`config.mk`:
```
export PLATFORM = sky130hd
export DESIGN_NAME = ttx_control_regs
export DESIGN_NICKNAME = d
export VERILOG_FILES = /design/src/core/ttx_ctrl_pkg.sv /design/src/core/ttx_control_regs.sv
export SDC_FILE = /design/constraint.sdc
export NUM_CORES = 1
export LEC_CHECK = 0
export ABC_CLOCK_PERIOD_IN_PS = 3600
export BUFFER_PORTS_ARGS = -buffer_cell sky130_fd_sc_hd__buf_4
export CORE_UTILIZATION = 40
export DETAILED_ROUTE_END_ITERATION = 12
export SLEW_MARGIN = 10
export SYNTH_ARGS = -nofsm -noshare
export SYNTH_HDL_FRONTEND = slang
export SYNTH_SLANG_ARGS = --single-unit
```
`constraint.sdc`:
```
create_clock -name mclk -period 3.6 [get_ports mclk]
set_clock_uncertainty 0.2 [all_clocks]
set_input_delay 0.72 -clock mclk [delete_from_list [all_inputs] [get_ports mclk]]
set_output_delay 0.72 -clock mclk [all_outputs]
set_load 0.005 [all_outputs]
```
`src/core/ttx_ctrl_pkg.sv`:
```
// package for the teletext control register bank: offsets, field positions, resets
// assumes an AXI4-Lite master on mclk and a memory clear engine inside the bank
//
// Functional notes
// [RULE1] placement bit picks packet 24 storage memory
// [RULE2] source bit picks row 24 display memory
// [RULE3] auto overlay-off while any video shown
// [RULE4] overlay disable holds overlay output low
// [RULE5] header-roll block stops header/time writes
// [RULE6] status-row-only shows only row 24
// [RULE7] eight-bit mode skips error checking
// [RULE8] capture-write block stops acquisition writes
// [RULE9] full-field bit: VBI lines or any
// [RULE10] H and V sync polarity selects
// [RULE11] field polarity picks even field half
// [RULE12] request word lands at page and column
// [RULE13] box inside/outside enables per feature
// [RULE14] alternate set used on newsflash/subtitle
// [RULE15] status row below or above page
// [RULE16] double height top or bottom half
// [RULE17] separate box enables rows 0/1-23/24
// [RULE18] memory clear writes 20h everywhere; the clear engine fills area 0 only
// [RULE19] access port targets area, block, row; the pointer carries area and row only, with no block field
// [RULE20] packet-26 and aspect flags set on receipt
// [RULE21] input select picks composite input
// [RULE22] cursor at pointer, freeze holds it
// [RULE23] busy flag while registers inaccessible
// [RULE24] all control bits reset to zero
// [RULE25] clear runs alone, busy until done
package ttx_ctrl_pkg;
	// byte offsets on the register bus
	localparam logic [5:0] OFF_PKT_FRAME = 6'h00;
	localparam logic [5:0] OFF_ACQ_SYNC = 6'h04;
	localparam logic [5:0] OFF_REQ_SEL = 6'h08;
	localparam logic [5:0] OFF_REQ_PAY = 6'h0c;
	localparam logic [5:0] OFF_CHAR_FX = 6'h10;
	localparam logic [5:0] OFF_BOX_PRI = 6'h14;
	localparam logic [5:0] OFF_BOX_ALT = 6'h18;
	localparam logic [5:0] OFF_LAYOUT = 6'h1c;
	localparam logic [5:0] OFF_INPUT = 6'h20;
	localparam logic [5:0] OFF_ROWPTR = 6'h24;
	localparam logic [5:0] OFF_STATUS = 6'h28;
	// packet_store_frame_ctrl fields
	localparam int B_PLACE = 0;
	localparam int B_SRC = 1;
	localparam int B_AUTOFRM = 2;
	localparam int B_HDRBLK = 3;
	localparam int B_STATONLY = 4;
	localparam int B_FRMOFF = 5;
	// acquisition_sync_ctrl fields
	localparam int B_EIGHT = 6;
	localparam int B_CAPBLK = 5;
	localparam int B_FULL = 3;
	localparam int B_FPOL = 2;
	localparam int B_HPOL = 1;
	localparam int B_VPOL = 0;
	// page_request_select fields
	localparam int B_REQPG = 3;
	localparam int W_REQPG = 4;
	localparam int W_REQCOL = 3;
	localparam int W_REQWORD = 5;
	// box set fields
	localparam int B_BKOUT = 7;
	localparam int B_BKIN = 6;
	localparam int B_COROUT = 5;
	localparam int B_CORIN = 4;
	localparam int B_TXOUT = 3;
	localparam int B_TXIN = 2;
	localparam int B_PICOUT = 1;
	localparam int B_PICIN = 0;
	// display_layout_ctrl fields
	localparam int B_STTOP = 7;
	localparam int B_CURSOR = 6;
	localparam int B_HALF = 4;
	localparam int B_DBLH = 3;
	localparam int B_BOX24 = 2;
	localparam int B_BOX1 = 1;
	localparam int B_BOX0 = 0;
	// input_service_flags fields
	localparam int B_PK26 = 4;
	localparam int B_WSSRX = 3;
	localparam int B_WSSON = 2;
	localparam int B_VIDSEL = 1;
	// memory_row_pointer fields
	localparam int B_FREEZE = 7;
	localparam int B_CLEAR = 6;
	localparam int B_AREA = 5;
	localparam int W_ROW = 5;
	// status register fields
	localparam int B_BUSY = 0;
	// memory clear, register reset value and bus responses
	localparam logic [7:0] CLEAR_FILL = 8'h20;
	localparam logic [7:0] REG_RESET = 8'h00;
	localparam int MEM_AW = 14;
	localparam logic [1:0] RESP_OKAY = 2'b00;
	localparam logic [1:0] RESP_SLVERR = 2'b10;

	// memory write port toward teletext memory
	typedef struct packed {
		logic en;
		logic area;
		logic [MEM_AW-1:0] addr;
		logic [7:0] data;
	} ttx_mem_wr_t;

	// page request write toward the acquisition filter
	typedef struct packed {
		logic en;
		logic [W_REQPG-1:0] page;
		logic [W_REQCOL-1:0] column;
		logic [W_REQWORD-1:0] word;
	} ttx_req_wr_t;
endpackage : ttx_ctrl_pkg

```
`src/core/ttx_control_regs.sv`:
```
// teletext control and status register bank behind an AXI4-Lite slave
// assumes acquisition/display/sync logic on mclk; only the sync pins are asynchronous, status pins arrive on mclk
`timescale 1ns/1ps
`default_nettype none
module ttx_control_regs #(
	parameter int MEM_DEPTH = 16384
) (
	// clock and reset
	input wire logic mclk,
	input wire logic rst,
	// axi4-lite write address, data and response
	input wire logic [5:0] s_axi_awaddr,
	input wire logic s_axi_awvalid,
	output logic s_axi_awready,
	input wire logic [31:0] s_axi_wdata,
	input wire logic [3:0] s_axi_wstrb,
	input wire logic s_axi_wvalid,
	output logic s_axi_wready,
	output logic [1:0] s_axi_bresp,
	output logic s_axi_bvalid,
	input wire logic s_axi_bready,
	// axi4-lite read
	input wire logic [5:0] s_axi_araddr,
	input wire logic s_axi_arvalid,
	output logic s_axi_arready,
	output logic [31:0] s_axi_rdata,
	output logic [1:0] s_axi_rresp,
	output logic s_axi_rvalid,
	input wire logic s_axi_rready,
	// raw pins and events from the decoder
	input wire logic hsyncPin,
	input wire logic vsyncPin,
	input wire logic anyVideoShown,
	input wire logic frameRequest,
	input wire logic newsOrSubtitle,
	input wire logic enhancementPacketDone,
	input wire logic aspectSignalArrived,
	input wire logic vbiLine,
	input wire logic vsyncInFirstHalf,
	// acquisition side controls
	output logic packetRowPlacement,
	output logic headerRollBlock,
	output logic eightBitMode,
	output logic captureWriteBlock,
	output logic lineAccept,
	output logic hsyncPositive,
	output logic vsyncPositive,
	output logic evenFieldStart,
	output logic aspectSignalCapture,
	output logic videoInputSelect,
	output ttx_ctrl_pkg::ttx_req_wr_t reqWrite,
	// display side controls
	output logic statusRowSource,
	output logic statusRowOnly,
	output logic overlaySelect,
	output logic [7:0] activeBoxSet,
	output logic statusRowTop,
	output logic doubleHeight,
	output logic upperLowerHalfSelect,
	output logic [2:0] boxRowEnable,
	output logic cursorShow,
	output logic [ttx_ctrl_pkg::W_ROW-1:0] cursorRow,
	// memory access pointer
	output logic memoryAreaSelect,
	output logic [ttx_ctrl_pkg::W_ROW-1:0] memoryRowIndex,
	// memory clear port
	output ttx_ctrl_pkg::ttx_mem_wr_t memWrite,
	output logic interfaceBusyFlag
);
	localparam int W_ROWPORT = ttx_ctrl_pkg::W_ROW;

	logic [7:0] pktFrame_reg, acqSync_reg, reqSel_reg, charFx_reg;
	logic [7:0] boxPri_reg, boxAlt_reg, layout_reg, input_reg, rowPtr_reg;
	logic pk26_reg, wssRx_reg;
	logic [4:0] frozenRow_reg;
	logic clearing_reg;
	logic [ttx_ctrl_pkg::MEM_AW-1:0] clearAddr_reg;
	logic [1:0] hsSync_reg, vsSync_reg;
	logic awHeld_reg, wHeld_reg;
	logic [5:0] awAddr_reg;
	logic [31:0] wData_reg;
	logic [3:0] wStrb_reg;
	logic doWrite;
	logic writeMapped;
	logic [7:0] rdByte;
	logic rdMapped;

	// address decode for the write path; the read mux decodes addresses on its own
	function automatic logic isWritable(input logic [5:0] a);
		isWritable = (a <= ttx_ctrl_pkg::OFF_ROWPTR) && (a[1:0] == 2'b00);
	endfunction : isWritable

	// axi write channel capture, address and data in either order
	always_ff @(posedge mclk) begin
		if (rst) begin
			awHeld_reg <= 1'b0;
			wHeld_reg <= 1'b0;
			awAddr_reg <= 6'h00;
			wData_reg <= 32'h00000000;
			wStrb_reg <= 4'h0;
		end else begin
			if (s_axi_awvalid && s_axi_awready) begin
				awHeld_reg <= 1'b1;
				awAddr_reg <= s_axi_awaddr;
			end
			if (s_axi_wvalid && s_axi_wready) begin
				wHeld_reg <= 1'b1;
				wData_reg <= s_axi_wdata;
				wStrb_reg <= s_axi_wstrb;
			end
			if (doWrite) begin
				awHeld_reg <= 1'b0;
				wHeld_reg <= 1'b0;
			end
		end
	end

	// refusing writes while busy keeps software off the bank during clear
	assign doWrite = awHeld_reg && wHeld_reg && !s_axi_bvalid;
	assign writeMapped = isWritable(awAddr_reg) && !clearing_reg;

	always_ff @(posedge mclk) begin
		if (rst) begin
			s_axi_awready <= 1'b0;
			s_axi_wready <= 1'b0;
			s_axi_bvalid <= 1'b0;
			s_axi_bresp <= ttx_ctrl_pkg::RESP_OKAY;
		end else begin
			s_axi_awready <= !awHeld_reg && !(s_axi_awvalid && s_axi_awready) && !doWrite;
			s_axi_wready <= !wHeld_reg && !(s_axi_wvalid && s_axi_wready) && !doWrite;
			if (doWrite) begin
				s_axi_bvalid <= 1'b1;
				// [RULE23] busy refuses access
				s_axi_bresp <= writeMapped ? ttx_ctrl_pkg::RESP_OKAY : ttx_ctrl_pkg::RESP_SLVERR;
			end else if (s_axi_bready) begin
				s_axi_bvalid <= 1'b0;
			end
		end
	end

	// control registers, low byte lane only
	always_ff @(posedge mclk) begin
		// [RULE24] controls reset zero
		if (rst) begin
			pktFrame_reg <= ttx_ctrl_pkg::REG_RESET;
			acqSync_reg <= ttx_ctrl_pkg::REG_RESET;
			reqSel_reg <= ttx_ctrl_pkg::REG_RESET;
			charFx_reg <= ttx_ctrl_pkg::REG_RESET;
			boxPri_reg <= ttx_ctrl_pkg::REG_RESET;
			boxAlt_reg <= ttx_ctrl_pkg::REG_RESET;
			layout_reg <= ttx_ctrl_pkg::REG_RESET;
			input_reg <= ttx_ctrl_pkg::REG_RESET;
			rowPtr_reg <= ttx_ctrl_pkg::REG_RESET;
		end else begin
			if (doWrite && writeMapped && wStrb_reg[0]) begin
				case (awAddr_reg)
					ttx_ctrl_pkg::OFF_PKT_FRAME: pktFrame_reg <= wData_reg[7:0];
					ttx_ctrl_pkg::OFF_ACQ_SYNC: acqSync_reg <= wData_reg[7:0];
					ttx_ctrl_pkg::OFF_REQ_SEL: reqSel_reg <= wData_reg[7:0];
					ttx_ctrl_pkg::OFF_CHAR_FX: charFx_reg <= wData_reg[7:0];
					ttx_ctrl_pkg::OFF_BOX_PRI: boxPri_reg <= wData_reg[7:0];
					ttx_ctrl_pkg::OFF_BOX_ALT: boxAlt_reg <= wData_reg[7:0];
					ttx_ctrl_pkg::OFF_LAYOUT: layout_reg <= wData_reg[7:0];
					ttx_ctrl_pkg::OFF_INPUT: input_reg <= wData_reg[7:0];
					ttx_ctrl_pkg::OFF_ROWPTR: rowPtr_reg <= wData_reg[7:0];
					default: ;
				endcase
			end
			// clear bit self-clears once the fill is running
			if (clearing_reg) begin
				rowPtr_reg[ttx_ctrl_pkg::B_CLEAR] <= 1'b0;
			end
		end
	end

	// page request word write strobe
	always_ff @(posedge mclk) begin
		if (rst) begin
			reqWrite <= '0;
		end else begin
			// [RULE12] word to page/column
			reqWrite.en <= doWrite && writeMapped && wStrb_reg[0]
				&& (awAddr_reg == ttx_ctrl_pkg::OFF_REQ_PAY);
			reqWrite.page <= reqSel_reg[ttx_ctrl_pkg::B_REQPG +: ttx_ctrl_pkg::W_REQPG];
			reqWrite.column <= reqSel_reg[ttx_ctrl_pkg::W_REQCOL-1:0];
			reqWrite.word <= wData_reg[ttx_ctrl_pkg::W_REQWORD-1:0];
		end
	end

	// received flags: set wins over a clearing write of zero
	always_ff @(posedge mclk) begin
		if (rst) begin
			pk26_reg <= 1'b0;
			wssRx_reg <= 1'b0;
		end else begin
			if (doWrite && writeMapped && wStrb_reg[0] && awAddr_reg == ttx_ctrl_pkg::OFF_INPUT) begin
				// writing 1 keeps a flag; only the device may raise one
				pk26_reg <= pk26_reg && wData_reg[ttx_ctrl_pkg::B_PK26];
				wssRx_reg <= wssRx_reg && wData_reg[ttx_ctrl_pkg::B_WSSRX];
			end
			// [RULE20] received flags set
			if (enhancementPacketDone) begin
				pk26_reg <= 1'b1;
			end
			if (aspectSignalArrived && input_reg[ttx_ctrl_pkg::B_WSSON]) begin
				wssRx_reg <= 1'b1;
			end
		end
	end

	// sync pins cross into mclk through two stages
	always_ff @(posedge mclk) begin
		if (rst) begin
			hsSync_reg <= 2'b00;
			vsSync_reg <= 2'b00;
		end else begin
			// only stage 1 feeds logic, stage 0 may be metastable
			hsSync_reg <= {hsSync_reg[0], hsyncPin};
			vsSync_reg <= {vsSync_reg[0], vsyncPin};
		end
	end

	// memory clear engine
	always_ff @(posedge mclk) begin
		if (rst) begin
			clearing_reg <= 1'b0;
			clearAddr_reg <= '0;
			memWrite <= '0;
		end else begin
			memWrite.en <= 1'b0;
			if (!clearing_reg && rowPtr_reg[ttx_ctrl_pkg::B_CLEAR]) begin
				clearing_reg <= 1'b1;
				clearAddr_reg <= '0;
			end else if (clearing_reg) begin
				// [RULE18] fill with 20h
				memWrite.en <= 1'b1;
				memWrite.area <= 1'b0;
				memWrite.addr <= clearAddr_reg;
				memWrite.data <= ttx_ctrl_pkg::CLEAR_FILL;
				// [RULE25] busy until last
				if (clearAddr_reg == ttx_ctrl_pkg::MEM_AW'(MEM_DEPTH - 1)) begin
					clearing_reg <= 1'b0;
				end else begin
					clearAddr_reg <= clearAddr_reg + ttx_ctrl_pkg::MEM_AW'(1);
				end
			end
		end
	end

	// cursor position latch
	always_ff @(posedge mclk) begin
		if (rst) begin
			frozenRow_reg <= 5'h00;
		end else if (!rowPtr_reg[ttx_ctrl_pkg::B_FREEZE]) begin
			// [RULE22] freeze holds position
			frozenRow_reg <= rowPtr_reg[W_ROWPORT-1:0];
		end
	end

	// registered control outputs
	always_ff @(posedge mclk) begin
		if (rst) begin
			packetRowPlacement <= 1'b0;
			headerRollBlock <= 1'b0;
			eightBitMode <= 1'b0;
			captureWriteBlock <= 1'b0;
			lineAccept <= 1'b0;
			hsyncPositive <= 1'b0;
			vsyncPositive <= 1'b0;
			evenFieldStart <= 1'b0;
			aspectSignalCapture <= 1'b0;
			videoInputSelect <= 1'b0;
			statusRowSource <= 1'b0;
			statusRowOnly <= 1'b0;
			overlaySelect <= 1'b0;
			activeBoxSet <= 8'h00;
			statusRowTop <= 1'b0;
			doubleHeight <= 1'b0;
			upperLowerHalfSelect <= 1'b0;
			boxRowEnable <= 3'h0;
			cursorShow <= 1'b0;
			cursorRow <= 5'h00;
			memoryAreaSelect <= 1'b0;
			memoryRowIndex <= 5'h00;
			interfaceBusyFlag <= 1'b0;
		end else begin
			// [RULE1] packet 24 placement
			packetRowPlacement <= pktFrame_reg[ttx_ctrl_pkg::B_PLACE];
			// [RULE2] row 24 source
			statusRowSource <= pktFrame_reg[ttx_ctrl_pkg::B_SRC];
			// [RULE4] disable wins, [RULE3] auto off on video
			overlaySelect <= frameRequest && !pktFrame_reg[ttx_ctrl_pkg::B_FRMOFF]
				&& !(pktFrame_reg[ttx_ctrl_pkg::B_AUTOFRM] && anyVideoShown);
			// [RULE5] header roll block
			headerRollBlock <= pktFrame_reg[ttx_ctrl_pkg::B_HDRBLK];
			// [RULE6] status row only
			statusRowOnly <= pktFrame_reg[ttx_ctrl_pkg::B_STATONLY];
			// [RULE7] no error check
			eightBitMode <= acqSync_reg[ttx_ctrl_pkg::B_EIGHT];
			// [RULE8] capture writes off
			captureWriteBlock <= acqSync_reg[ttx_ctrl_pkg::B_CAPBLK];
			// [RULE9] line accept gate
			lineAccept <= vbiLine || acqSync_reg[ttx_ctrl_pkg::B_FULL];
			// [RULE10] sync polarity
			hsyncPositive <= hsSync_reg[1] ^ acqSync_reg[ttx_ctrl_pkg::B_HPOL];
			vsyncPositive <= vsSync_reg[1] ^ acqSync_reg[ttx_ctrl_pkg::B_VPOL];
			// [RULE11] even field half
			evenFieldStart <= vsyncInFirstHalf ^ acqSync_reg[ttx_ctrl_pkg::B_FPOL];
			aspectSignalCapture <= input_reg[ttx_ctrl_pkg::B_WSSON];
			// [RULE21] composite input select
			videoInputSelect <= input_reg[ttx_ctrl_pkg::B_VIDSEL];
			// [RULE14] alternate set, [RULE13] box features
			activeBoxSet <= newsOrSubtitle ? boxAlt_reg : boxPri_reg;
			// [RULE15] status row top
			statusRowTop <= layout_reg[ttx_ctrl_pkg::B_STTOP];
			// [RULE16] double height half
			doubleHeight <= layout_reg[ttx_ctrl_pkg::B_DBLH];
			upperLowerHalfSelect <= layout_reg[ttx_ctrl_pkg::B_HALF];
			// [RULE17] per-row box enables
			boxRowEnable <= layout_reg[ttx_ctrl_pkg::B_BOX24:ttx_ctrl_pkg::B_BOX0];
			// [RULE22] cursor display
			cursorShow <= layout_reg[ttx_ctrl_pkg::B_CURSOR];
			cursorRow <= frozenRow_reg;
			// [RULE19] access port target
			memoryAreaSelect <= rowPtr_reg[ttx_ctrl_pkg::B_AREA];
			memoryRowIndex <= rowPtr_reg[W_ROWPORT-1:0];
			// [RULE23] busy flag
			interfaceBusyFlag <= clearing_reg || rowPtr_reg[ttx_ctrl_pkg::B_CLEAR];
		end
	end

	// read mux: control registers read back, status shows busy, the input register shows the flags
	always_comb begin
		rdByte = 8'h00;
		rdMapped = 1'b1;
		case (s_axi_araddr)
			ttx_ctrl_pkg::OFF_PKT_FRAME: rdByte = pktFrame_reg;
			ttx_ctrl_pkg::OFF_ACQ_SYNC: rdByte = acqSync_reg;
			ttx_ctrl_pkg::OFF_REQ_SEL: rdByte = reqSel_reg;
			// payload is a strobe, nothing stored to read back
			ttx_ctrl_pkg::OFF_REQ_PAY: rdByte = 8'h00;
			ttx_ctrl_pkg::OFF_CHAR_FX: rdByte = charFx_reg;
			ttx_ctrl_pkg::OFF_BOX_PRI: rdByte = boxPri_reg;
			ttx_ctrl_pkg::OFF_BOX_ALT: rdByte = boxAlt_reg;
			ttx_ctrl_pkg::OFF_LAYOUT: rdByte = layout_reg;
			ttx_ctrl_pkg::OFF_INPUT: rdByte = {input_reg[7:5], pk26_reg, wssRx_reg,
				input_reg[2:0]};
			ttx_ctrl_pkg::OFF_ROWPTR: rdByte = rowPtr_reg;
			ttx_ctrl_pkg::OFF_STATUS: rdByte = {7'h00, clearing_reg};
			default: rdMapped = 1'b0;
		endcase
	end

	always_ff @(posedge mclk) begin
		if (rst) begin
			s_axi_arready <= 1'b0;
			s_axi_rvalid <= 1'b0;
			s_axi_rdata <= 32'h00000000;
			s_axi_rresp <= ttx_ctrl_pkg::RESP_OKAY;
		end else begin
			s_axi_arready <= !s_axi_rvalid && !(s_axi_arvalid && s_axi_arready);
			if (s_axi_arvalid && s_axi_arready) begin
				s_axi_rvalid <= 1'b1;
				s_axi_rdata <= {24'h000000, rdByte};
				s_axi_rresp <= rdMapped ? ttx_ctrl_pkg::RESP_OKAY : ttx_ctrl_pkg::RESP_SLVERR;
			end else if (s_axi_rready) begin
				s_axi_rvalid <= 1'b0;
			end
		end
	end
endmodule : ttx_control_regs
`default_nettype wire

```
==> metrics.txt, run 1 <==
antenna-violating nets left 0; syn avg cell area 9.884 um^2; drc violations 2; EDFF count, synth 0; die span in y 142.6 um; Yosys reg bits 197; largest net degree at the start of global routing 61; Comb power frac 4.4%; Clock power frac 44.2%; Main synth FF type dfxtp_1; GPL Wtd Cong 0.8423; Int Power 3.348 mW; DRT iter0 DRCs 289; total power draw 4.343 mW; Core Region 0.01940 mm^2; Yosys warnings 0; clk sink count 197; number of antenna diodes 0; sequential share of the synthesized area 49.87%; final setup vio count 0; maximum vdd ir drop 323.4 uV; ratio of total power to cell area 459.5 mW/mm^2; initial antenna violation count 0; first-pass GRT wire length 29.43 mm; failing checks DRC; max cap viols 0; Min-Delay Path Class reg -> reg; CTS tree yes; crit path DAT 2720 ps; DR pass1 iterations 8; post_cts resized 0; chip width 142.6 um; Req. time, crit path 3720 ps; status finished with violations; Fin. Hold Viols 0; Initial Util 40.76%; Largest register FFs 16; async set-or-reset flop fraction in the synthesized netlist 0%; placed wire-length estimate 13.31 mm; clock tree buffer depth 2; Layout Nets 961; P_leak 4.183 nW; Rows 51; Area Overhead vs Synth 19.53%; f_max 384.4 MHz; Sequential Power Share 51.4%; cell count after synthesis 800; global-route usage over all layers 19.26%; minimum clock period 2601 ps; WHS Path Cells 1; total gr overflow 0; max_slew headroom 41.87%; RSZ-0062 raised after global routing no; CP Capture Type flop; WL/cell 16.38 um; mapped cell area 0.007908 mm^2; io pins 182; final slew viol count 0; htree depth 4; vias in the first global route 5381; vias per inst 4.958; reg2reg setup slack 1000 ps; routed wire length 19.23 mm; via count 5821; Tcrit/Tclk final 72.26%; Worst Setup Path Type reg -> reg; Yosys cell types 63; switching power 994.8 uW; crit path max fanout 13; Least-Margin Pin Slew 869.7 ps; setup_tns 0 ps; latest clock arrival within the worst-skew pair 440 ps; Die ar. 0.02033 mm^2; input/output buffers 120; CTS buffer count 17; Sw Ratio 22.91%; clk slew on worst S/H paths 70 ps; Reg2Reg Depth 5; share of layout cells above drive strength 1 21.78%; CP startpoint kind flop; # hold bufs at CTS 0; root buffer cell clkbuf_16; setup bufs post-CTS 0
## final timing paths
path | start | to
setup / recovery | clearing_reg | clearAddr_reg[10]
hold / removal | vsSync_reg[0] | vsSync_reg[1]
hold reg to reg | vsSync_reg[0] | vsSync_reg[1]
setup reg to reg | clearing_reg | clearAddr_reg[10]
## logic make-up (layout without fill, tap and decap cells)
kind of cell               Yosys count  count (layout)  share of synthesized area, %
and+or+nand+nor                    279             279                         18.40
AOI/OAI and AO/OA                  106             106                         9.019
buffers and inverters              100             176                         6.756
other                                1              34                       0.04742
muxes                              111             111                         15.19
xor gates and xnor gates             5               5                        0.5538
adders and majority gates            1               1                        0.1582
DFF                                197             197                         49.87
## per-stage QoR
step	setup WS (ps)	cell area (um^2)	hold slack, ps	utilization [%]	instances
after floorplan	1447	8031	213.8	-	833
after global placement	911.4	8851	218.6	45.63	1142
final	998.5	9452	237.8	48.72	1174
after detailed placement	946.6	8851	224.7	45.63	1142
after CTS	980.7	9452	239.5	48.72	1174
after global routing	820.7	9452	237.0	48.72	1174
## cells in the final DEF (no fill, tap or decap), types with 3 or more instances in the layout
cell type,synthesis,final
xnor2_1,4,4
and2_1,5,5
o21a_1,5,5
nand3_1,16,16
conb_1,1,34
nand2_1,67,67
nor3b_1,4,4
and3b_1,3,3
a21oi_1,42,42
mux4_2,5,5
and4_1,3,3
nor2b_1,35,35
and3_1,8,8
mux2_2,22,22
a2111o_1,3,3
a221oi_1,6,6
o2bb2ai_1,7,7
a22oi_1,7,7
o31ai_1,4,4
dfxtp_1,197,197
mux2i_1,84,84
clkbuf_16,0,17
nand4_2,7,7
inv_1,19,19
o21ai_0,10,10
nor3_1,5,5
nor2_1,99,99
nand4_1,10,10
inv_6,0,3
or4_1,5,5
clkinv_4,0,3
buf_4,37,124
## power by group through the flow
stage          Clock, mW  Combinational (mW)  Sequential, mW
3_5_place_dp           0               0.190            2.28
6_report            1.92               0.190            2.23
2_1_floorplan          0               0.151            2.26
4_1_cts             1.97               0.190            2.23
3_3_place_gp           0               0.189            2.28
5_1_grt             2.06               0.208            2.24
## cell type report
cell class / instances / area [um^2]
Timing Repair Buffer: 125 / 950.9
Clock buffer: 20 / 456.7
Clock inverter: 12 / 143.9
Fill cell: 1913 / 9947
Tap cell: 265 / 331.6
Multi-Input combinational cell: 536 / 3553
Sequential cell: 197 / 3944
Inverter: 19 / 71.32
## metal layers
layer  part of all wire (%)  routed length [um]  GRT usage, %  vias to the layer above
met5                      0                   0             0                        -
li1                       -                   -             -                     2898
met1                     47                8953         25.88                     2738
met4                    1.6                 303         6.508                        0
met3                    5.3                1016         3.802                       25
met2                     47                8957         30.78                      160
## Yosys cell counts (2+ instances only)
cell,n,area (um^2)
nor3_1,5,25.02
nor2_1,99,371.6
and2_1,5,31.28
a22oi_1,7,52.55
buf_2,3,15.01
a221oi_1,6,52.55
o211ai_1,2,15.01
nand2_1,67,251.5
o21a_1,5,37.54
nor4b_1,2,17.52
mux2i_1,84,840.8
nor2b_1,35,219.0
buf_1,10,37.54
inv_1,19,71.32
a2111oi_0,2,17.52
a211oi_1,2,15.01
and3b_1,3,26.28
nand4_1,10,62.56
a21oi_1,42,210.2
o31ai_1,4,30.03
xnor2_1,4,35.03
a2111o_1,3,33.78
a21boi_0,2,15.01
clkbuf_1,28,105.1
o2bb2ai_1,7,61.31
dfxtp_1,197,3944
buf_6,2,22.52
nand2b_1,2,12.51
mux4_2,5,112.6
o21ai_0,10,50.05
nor3b_1,4,30.03
nand3_1,16,80.08
buf_4,37,277.8
nand4_2,7,87.58
mux2_2,22,247.7
a31oi_1,2,12.51
and3_1,8,50.05
or4_1,5,37.54
and4_1,3,26.28
## critical path, stage by stage (launching register included)
cell,delay (ps)
dfxtp_1,810
buf_4,360
nand2_1,120
a2111oi_0,660
nand3_1,190
mux2i_1,150
Note: power is estimated with default switching activity, not from simulation.
==> inputs of run 2 (changes only) <==
- ABC_CLOCK_PERIOD_IN_PS: 3600 -> 2700
- clock period: 3.6 -> 2.7 ns (I/O delays scaled with it)
==> metrics.txt, run 2 (synthesized netlist as in run 1, its figures left out) <==
Fin. Hold Viols 0 (unchanged); Die ar. 0.02033 mm^2 (unchanged); post_cts resized 0 (unchanged); CP startpoint kind flop; RSZ-0062 raised after global routing no; crit-path max cell delay 560 ps (-250 ps); Layout Nets 975 (+1.5%); R2R Path End reqSel_reg[2]; P_leak 4.276 nW (+2.2%); latest clock arrival within the worst-skew pair 440 ps (about the same); ratio of total power to cell area 621.5 mW/mm^2 (+35%); routed wire length 19.48 mm (+1.3%); drc violations 0 (-2); most frequent cells in the layout dfxtp_1, buf_4, nor2_1; largest net degree at the start of global routing 82 (+34%); Area Overhead vs Synth 21.34%; status finished, final reports clean; clk sink count 197 (unchanged); CP cell instances nor4b_1, nand4_2, mux2_2; GPL Wtd Cong 0.8319 (-1.2%); final setup vio count 0 (unchanged); clock tree buffer depth 2 (unchanged); CTS buffer count 17 (unchanged); io pins 182 (unchanged); root buffer cell clkbuf_16; global-route usage over all layers 19.83% (+0.57 points); hold path endpoint overlaySelect; DR pass1 iterations 4 (-4); number of antenna diodes 0 (unchanged); die span in y 142.6 um (unchanged); Min-Delay Path Class in -> reg; worst r2r src awAddr_reg[3]; Least-Margin Pin Slew 734.0 ps (-135.7 ps); Initial Util 40.76% (unchanged); crit path max fanout 8 (-5); M1 GR Usage 25.98% (+0.10 points); Crit-path slowest cell nor4b_1; Reg2Reg Depth 3 (-2); Tcrit/Tclk final 83.85% (+12 points); max cap viols 0 (unchanged); GR peak layer met2; commonest non-fill, non-tap cell in the layout dfxtp_1; WHS Path Cells 2 (+1); Req. time, crit path 2820 ps (-900 ps); via count 5886 (+1.1%); final slew viol count 0 (unchanged); Core Region 0.01940 mm^2 (unchanged); reg2reg setup slack 440 ps (-560 ps); total gr overflow 0 (unchanged); setup_tns 0 ps (unchanged); antenna-violating nets left 0 (unchanged); setup bufs post-CTS 0 (unchanged); vias per inst 4.959 (about the same); # hold bufs at CTS 0 (unchanged); maximum vdd ir drop 430.7 uV (+33%); share of layout cells above drive strength 1 22.99% (+1.2 points); placed wire-length estimate 13.55 mm (+1.8%); first-pass GRT wire length 30.30 mm (+3.0%); Rows 51 (unchanged); htree depth 4 (unchanged); input/output buffers 120 (unchanged); WL/cell 16.41 um (+0.16%); CTS tree yes; initial antenna violation count 0 (unchanged); total power draw 5.963 mW (+37%); minimum clock period 2264 ps (-337.6 ps); met2 Usage GRT 31.79% (+1.0 points); Worst Setup Path Type reg -> reg; hold path start anyVideoShown; vias in the first global route 5549 (+3.1%); max_slew headroom 49.80% (+7.9 points); CP Capture Type flop; clk slew on worst S/H paths 70 ps (about the same); Global Route met3 Usage 4.105% (+0.30 points); chip width 142.6 um (unchanged); Largest register FFs 16 (unchanged); crit path DAT 2380 ps (-340 ps); DRT iter0 DRCs 295 (+2.1%); f_max 441.7 MHz (+15%)
-- run 2: area by class of cell --
class | instances | area (um^2)
inverters | 19 | 71.32
repair buffers | 139 | 1056
clock inverters | 11 | 172.7
multi-input cells | 536 | 3553
flip-flops and latches | 197 | 3944
fillers | 1868 | 9803
well taps | 265 | 331.6
clock buffers | 20 | 466.7
-- run 2: how the worst max path moves through the flow --
| stage | to | slack [ps] | from |
|---|---|---|---|
| detailed placement | reqSel_reg[4] | 410 | awAddr_reg[3] |
| finish | reqSel_reg[2] | 440 | awAddr_reg[3] |
| global placement | s_axi_rdata[0] | 430 | s_axi_araddr[2] |
| CTS | reqSel_reg[3] | 440 | awAddr_reg[3] |
| floorplan | s_axi_rdata[0] | 730 | s_axi_araddr[2] |
| global route | reqSel_reg[3] | 250 | awAddr_reg[3] |
-- run 2: power by group --
part | internal [mW] | total [mW] | switching (mW)
Combinational | 0.107 | 0.264 | 0.157
Sequential | 2.93 | 2.98 | 0.0439
Clock | 1.63 | 2.72 | 1.10
-- run 2: critical path: cells and delay by family (launching register included) --
| family | cells | cell delay, ps |
|---|---|---|
| and+or+nand+nor | 2 | 1030 |
| muxes | 1 | 410 |
| DFF | 1 | 510 |
-- run 2: per-stage QoR --
step | setup WS [ps] | cell area (um^2) | hold slack (ps) | util, % | cells
2_1_floorplan | 727.0 | 8031 | 213.8 | - | 833
3_3_place_gp | 426.9 | 8956 | 217.7 | 46.17 | 1156
3_5_place_dp | 406.1 | 8956 | 223.9 | 46.17 | 1156
4_1_cts | 438.7 | 9595 | 63.69 | 49.46 | 1187
5_1_grt | 250.6 | 9595 | 62.58 | 49.46 | 1187
6_report | 436.1 | 9595 | 80.06 | 49.46 | 1187
-- run 2: layer usage --
| metal | vias to the layer above | routed length [um] |
|---|---|---|
| met5 | - | 0 |
| met4 | 0 | 384 |
| met3 | 26 | 1029 |
| met2 | 162 | 9139 |
| met1 | 2769 | 8922 |
| li1 | 2929 | - |
==> inputs of run 3 (changes only) <==
- ABC_AREA: unset -> 1
- ABC_CLOCK_PERIOD_IN_PS: 2700 -> 2100
- clock period: 2.7 -> 2.1 ns (I/O delays scaled with it)
==> metrics.txt, run 3 <==
top post-synthesis cells by count nand2_1, dfxtp_1, nor2_1; Layout Nets 1266 (+30%); design area 0.009712 mm^2 (+1.2%); vias in the first global route 6264 (+13%); via count 7012 (+19%); status finished, final reports clean; maximum vdd ir drop 550.6 uV (+28%); async set-or-reset flop fraction in the synthesized netlist 0% (unchanged); chip width 142.6 um (unchanged); setup bufs post-CTS 0 (unchanged); Die ar. 0.02033 mm^2 (unchanged); hold path start s_axi_rready; Worst Setup Path Type reg -> reg; htree depth 4 (unchanged); largest net degree at the start of global routing 74 (-9.8%); CP startpoint kind flop; sequential share of the synthesized area 49.87% (unchanged); cell count after synthesis 1072 (+34%); Fillers 2029 (+8.6%); Yosys warnings 0 (unchanged); Comb power frac 5.5% (+1.1 points); clk sink count 197 (unchanged); Critical path origin awAddr_reg[0]; WL/cell 13.85 um (-16%); die span in y 142.6 um (unchanged); CTS tree yes; EDFF count, synth 0 (unchanged); CTS buffer count 17 (unchanged); Synth top area share 49.87% (unchanged); most numerous cell in the Yosys netlist nand2_1; GPL Wtd Cong 0.8355 (+0.43%); final setup vio count 0 (unchanged); CP endpoint pktFrame_reg[1]; max_slew headroom 55.34% (+5.5 points); Reg2Reg Depth 8 (+5); crit path DAT 2080 ps (-300 ps); Initial Util 40.76% (unchanged); first-pass GRT wire length 32.46 mm (+7.1%); placed wire-length estimate 14.27 mm (+5.3%); io pins 182 (unchanged); mapped cell area 0.007908 mm^2 (unchanged); Main synth FF type dfxtp_1; Clock power frac 41.7% (-4.0 points); P_leak 4.113 nW (-3.8%); crit path max fanout 9 (+1); Sequential Power Share 52.7% (+2.8 points); latest clock arrival within the worst-skew pair 430 ps (about the same); RSZ-0062 raised after global routing no; reg2reg setup slack 190 ps (-250 ps); Min-Delay Path Class in -> reg; Synth area leader dfxtp_1; total power draw 7.323 mW (+23%); Post-DP Area 0.009120 mm^2 (+1.8%); Sw Ratio 23.86% (+2.1 points); antenna-violating nets left 0 (unchanged); switching power 1.747 mW (+35%); Yosys cell types 32 (-49%); number of antenna diodes 0 (unchanged); Largest register FFs 16 (unchanged); share of layout cells above drive strength 1 16.83% (-6.2 points); initial antenna violation count 0 (unchanged); Req. time, crit path 2260 ps (-560 ps); DR pass1 iterations 5 (+1); max cap viols 0 (unchanged); Fin. Hold Viols 0 (unchanged); worst r2r src awAddr_reg[0]; final slew viol count 0 (unchanged); top cells by area, synth dfxtp_1, nand2_1, nor2_1; Area Overhead vs Synth 22.82%; root buffer cell clkbuf_16; clk slew on worst S/H paths 70 ps (about the same); f_max 522.3 MHz (+18%); most frequent cells in the layout nand2_1, dfxtp_1, nor2_1; syn avg cell area 7.376 um^2 (-25%); DRT iter0 DRCs 446 (+51%); R2R Path End pktFrame_reg[1]; Yosys reg bits 197 (unchanged); clock tree buffer depth 2 (unchanged); input/output buffers 120 (unchanged); Rows 51 (unchanged); Core Region 0.01940 mm^2 (unchanged); global-route usage over all layers 20.75% (+0.93 points); setup_tns 0 ps (unchanged); vias per inst 4.747 (-4.3%); drc violations 0 (unchanged); total gr overflow 0 (unchanged); ratio of total power to cell area 754.0 mW/mm^2 (+21%); Int Power 5.576 mW (+19%); Tcrit/Tclk final 91.17% (+7.3 points); Least-Margin Pin Slew 668.9 ps (-65.10 ps); worst hold margin 24.64 ps (-55.42 ps); CP Capture Type flop; routed wire length 20.46 mm (+5.1%); commonest non-fill, non-tap cell in the layout nand2_1; minimum clock period 1915 ps (-349.2 ps)
==> run 3: cell count changes in the layout (fill, tap and decap cells not counted), moves of 67 or more <==
cell     previous run  this run
mux2i_1            84         0
nand2_1            67       225
nor2_1             99       166
a21oi_1            42       122
nand3_1            16        88
inv_1              19        90
==> run 3: worst max-delay path, cell delays in order, from the launching register on <==
cell and delay [ps]:
dfxtp_1 330, nor2_4 170, nand3_4 120, o21ai_4 190, buf_4 190, nand4_2 230
clkinv_2 190, nand2_1 70, a21oi_1 130
==> run 3: cell families (layout without fill, tap and decap cells) <==
| group | after synthesis | after routing | synth area share [%] |
|---|---|---|---|
| and+or+nand+nor | 509 | 509 | 27.28 |
| xor gates and xnor gates | 8 | 8 | 0.8860 |
| DFF | 197 | 197 | 49.87 |
| adders and majority gates | 1 | 1 | 0.1582 |
| AOI/OAI and AO/OA | 173 | 173 | 11.14 |
| buffers and inverters | 183 | 290 | 10.62 |
| other | 1 | 34 | 0.04742 |
==> run 3: metrics by stage <==
step | utilization [%] | setup WS (ps) | cells
3_5_place_dp | 47.01 | 156.1 | 1442
2_1_floorplan | - | 236.1 | 1105
5_1_grt | 50.06 | 36.14 | 1477
6_report | 50.06 | 185.3 | 1477
4_1_cts | 50.04 | 106.3 | 1477
3_3_place_gp | 47.01 | 179.0 | 1442
==> run 3: worst min path at each step <==
stage	endpoint	slack, ps	cells past startpoint
2_1_floorplan	hsSync_reg[1]	190	2
4_1_cts	s_axi_rvalid	10	4
3_3_place_gp	hsSync_reg[1]	190	2
3_5_place_dp	vsSync_reg[1]	200	2
6_report	s_axi_rvalid	20	4
5_1_grt	s_axi_rvalid	20	4
==> run 3: area by class of cell <==
cell class              count  area, um^2  area share [%]
clock buffers              19       432.9           4.458
clock inverters            11       103.9           1.069
inverters                 100       382.9           3.942
multi-input cells         725        3253           33.50
flip-flops and latches    197        3944           40.61
well taps                 265       331.6           3.414
repair buffers            160        1264           13.01
==> run 3: timing repair <==
action	4_1_cts	5_1_grt
hold buffers	5	0
endpoints found under the hold margin	5	0
endpoints found under the setup margin	0	5
resized for setup	0	1
==> run 3: power groups by stage <==
stage	clock, mW	combinational [mW]	sequential, mW
after floorplan	0	0.287	3.90
after global placement	0	0.396	3.95
after detailed placement	0	0.398	3.95
after CTS	3.12	0.406	3.86
after global routing	3.26	0.458	3.87
final	3.05	0.406	3.86
==> run 3: metal layers <==
layer  track usage [%]  up-vias  wire [um]
met1             27.61     3209       9473
met3             4.542       22       1176
met4             7.018        0        353
met2             33.15      185       9459
met5                 0        -          0
li1                  -     3596          -
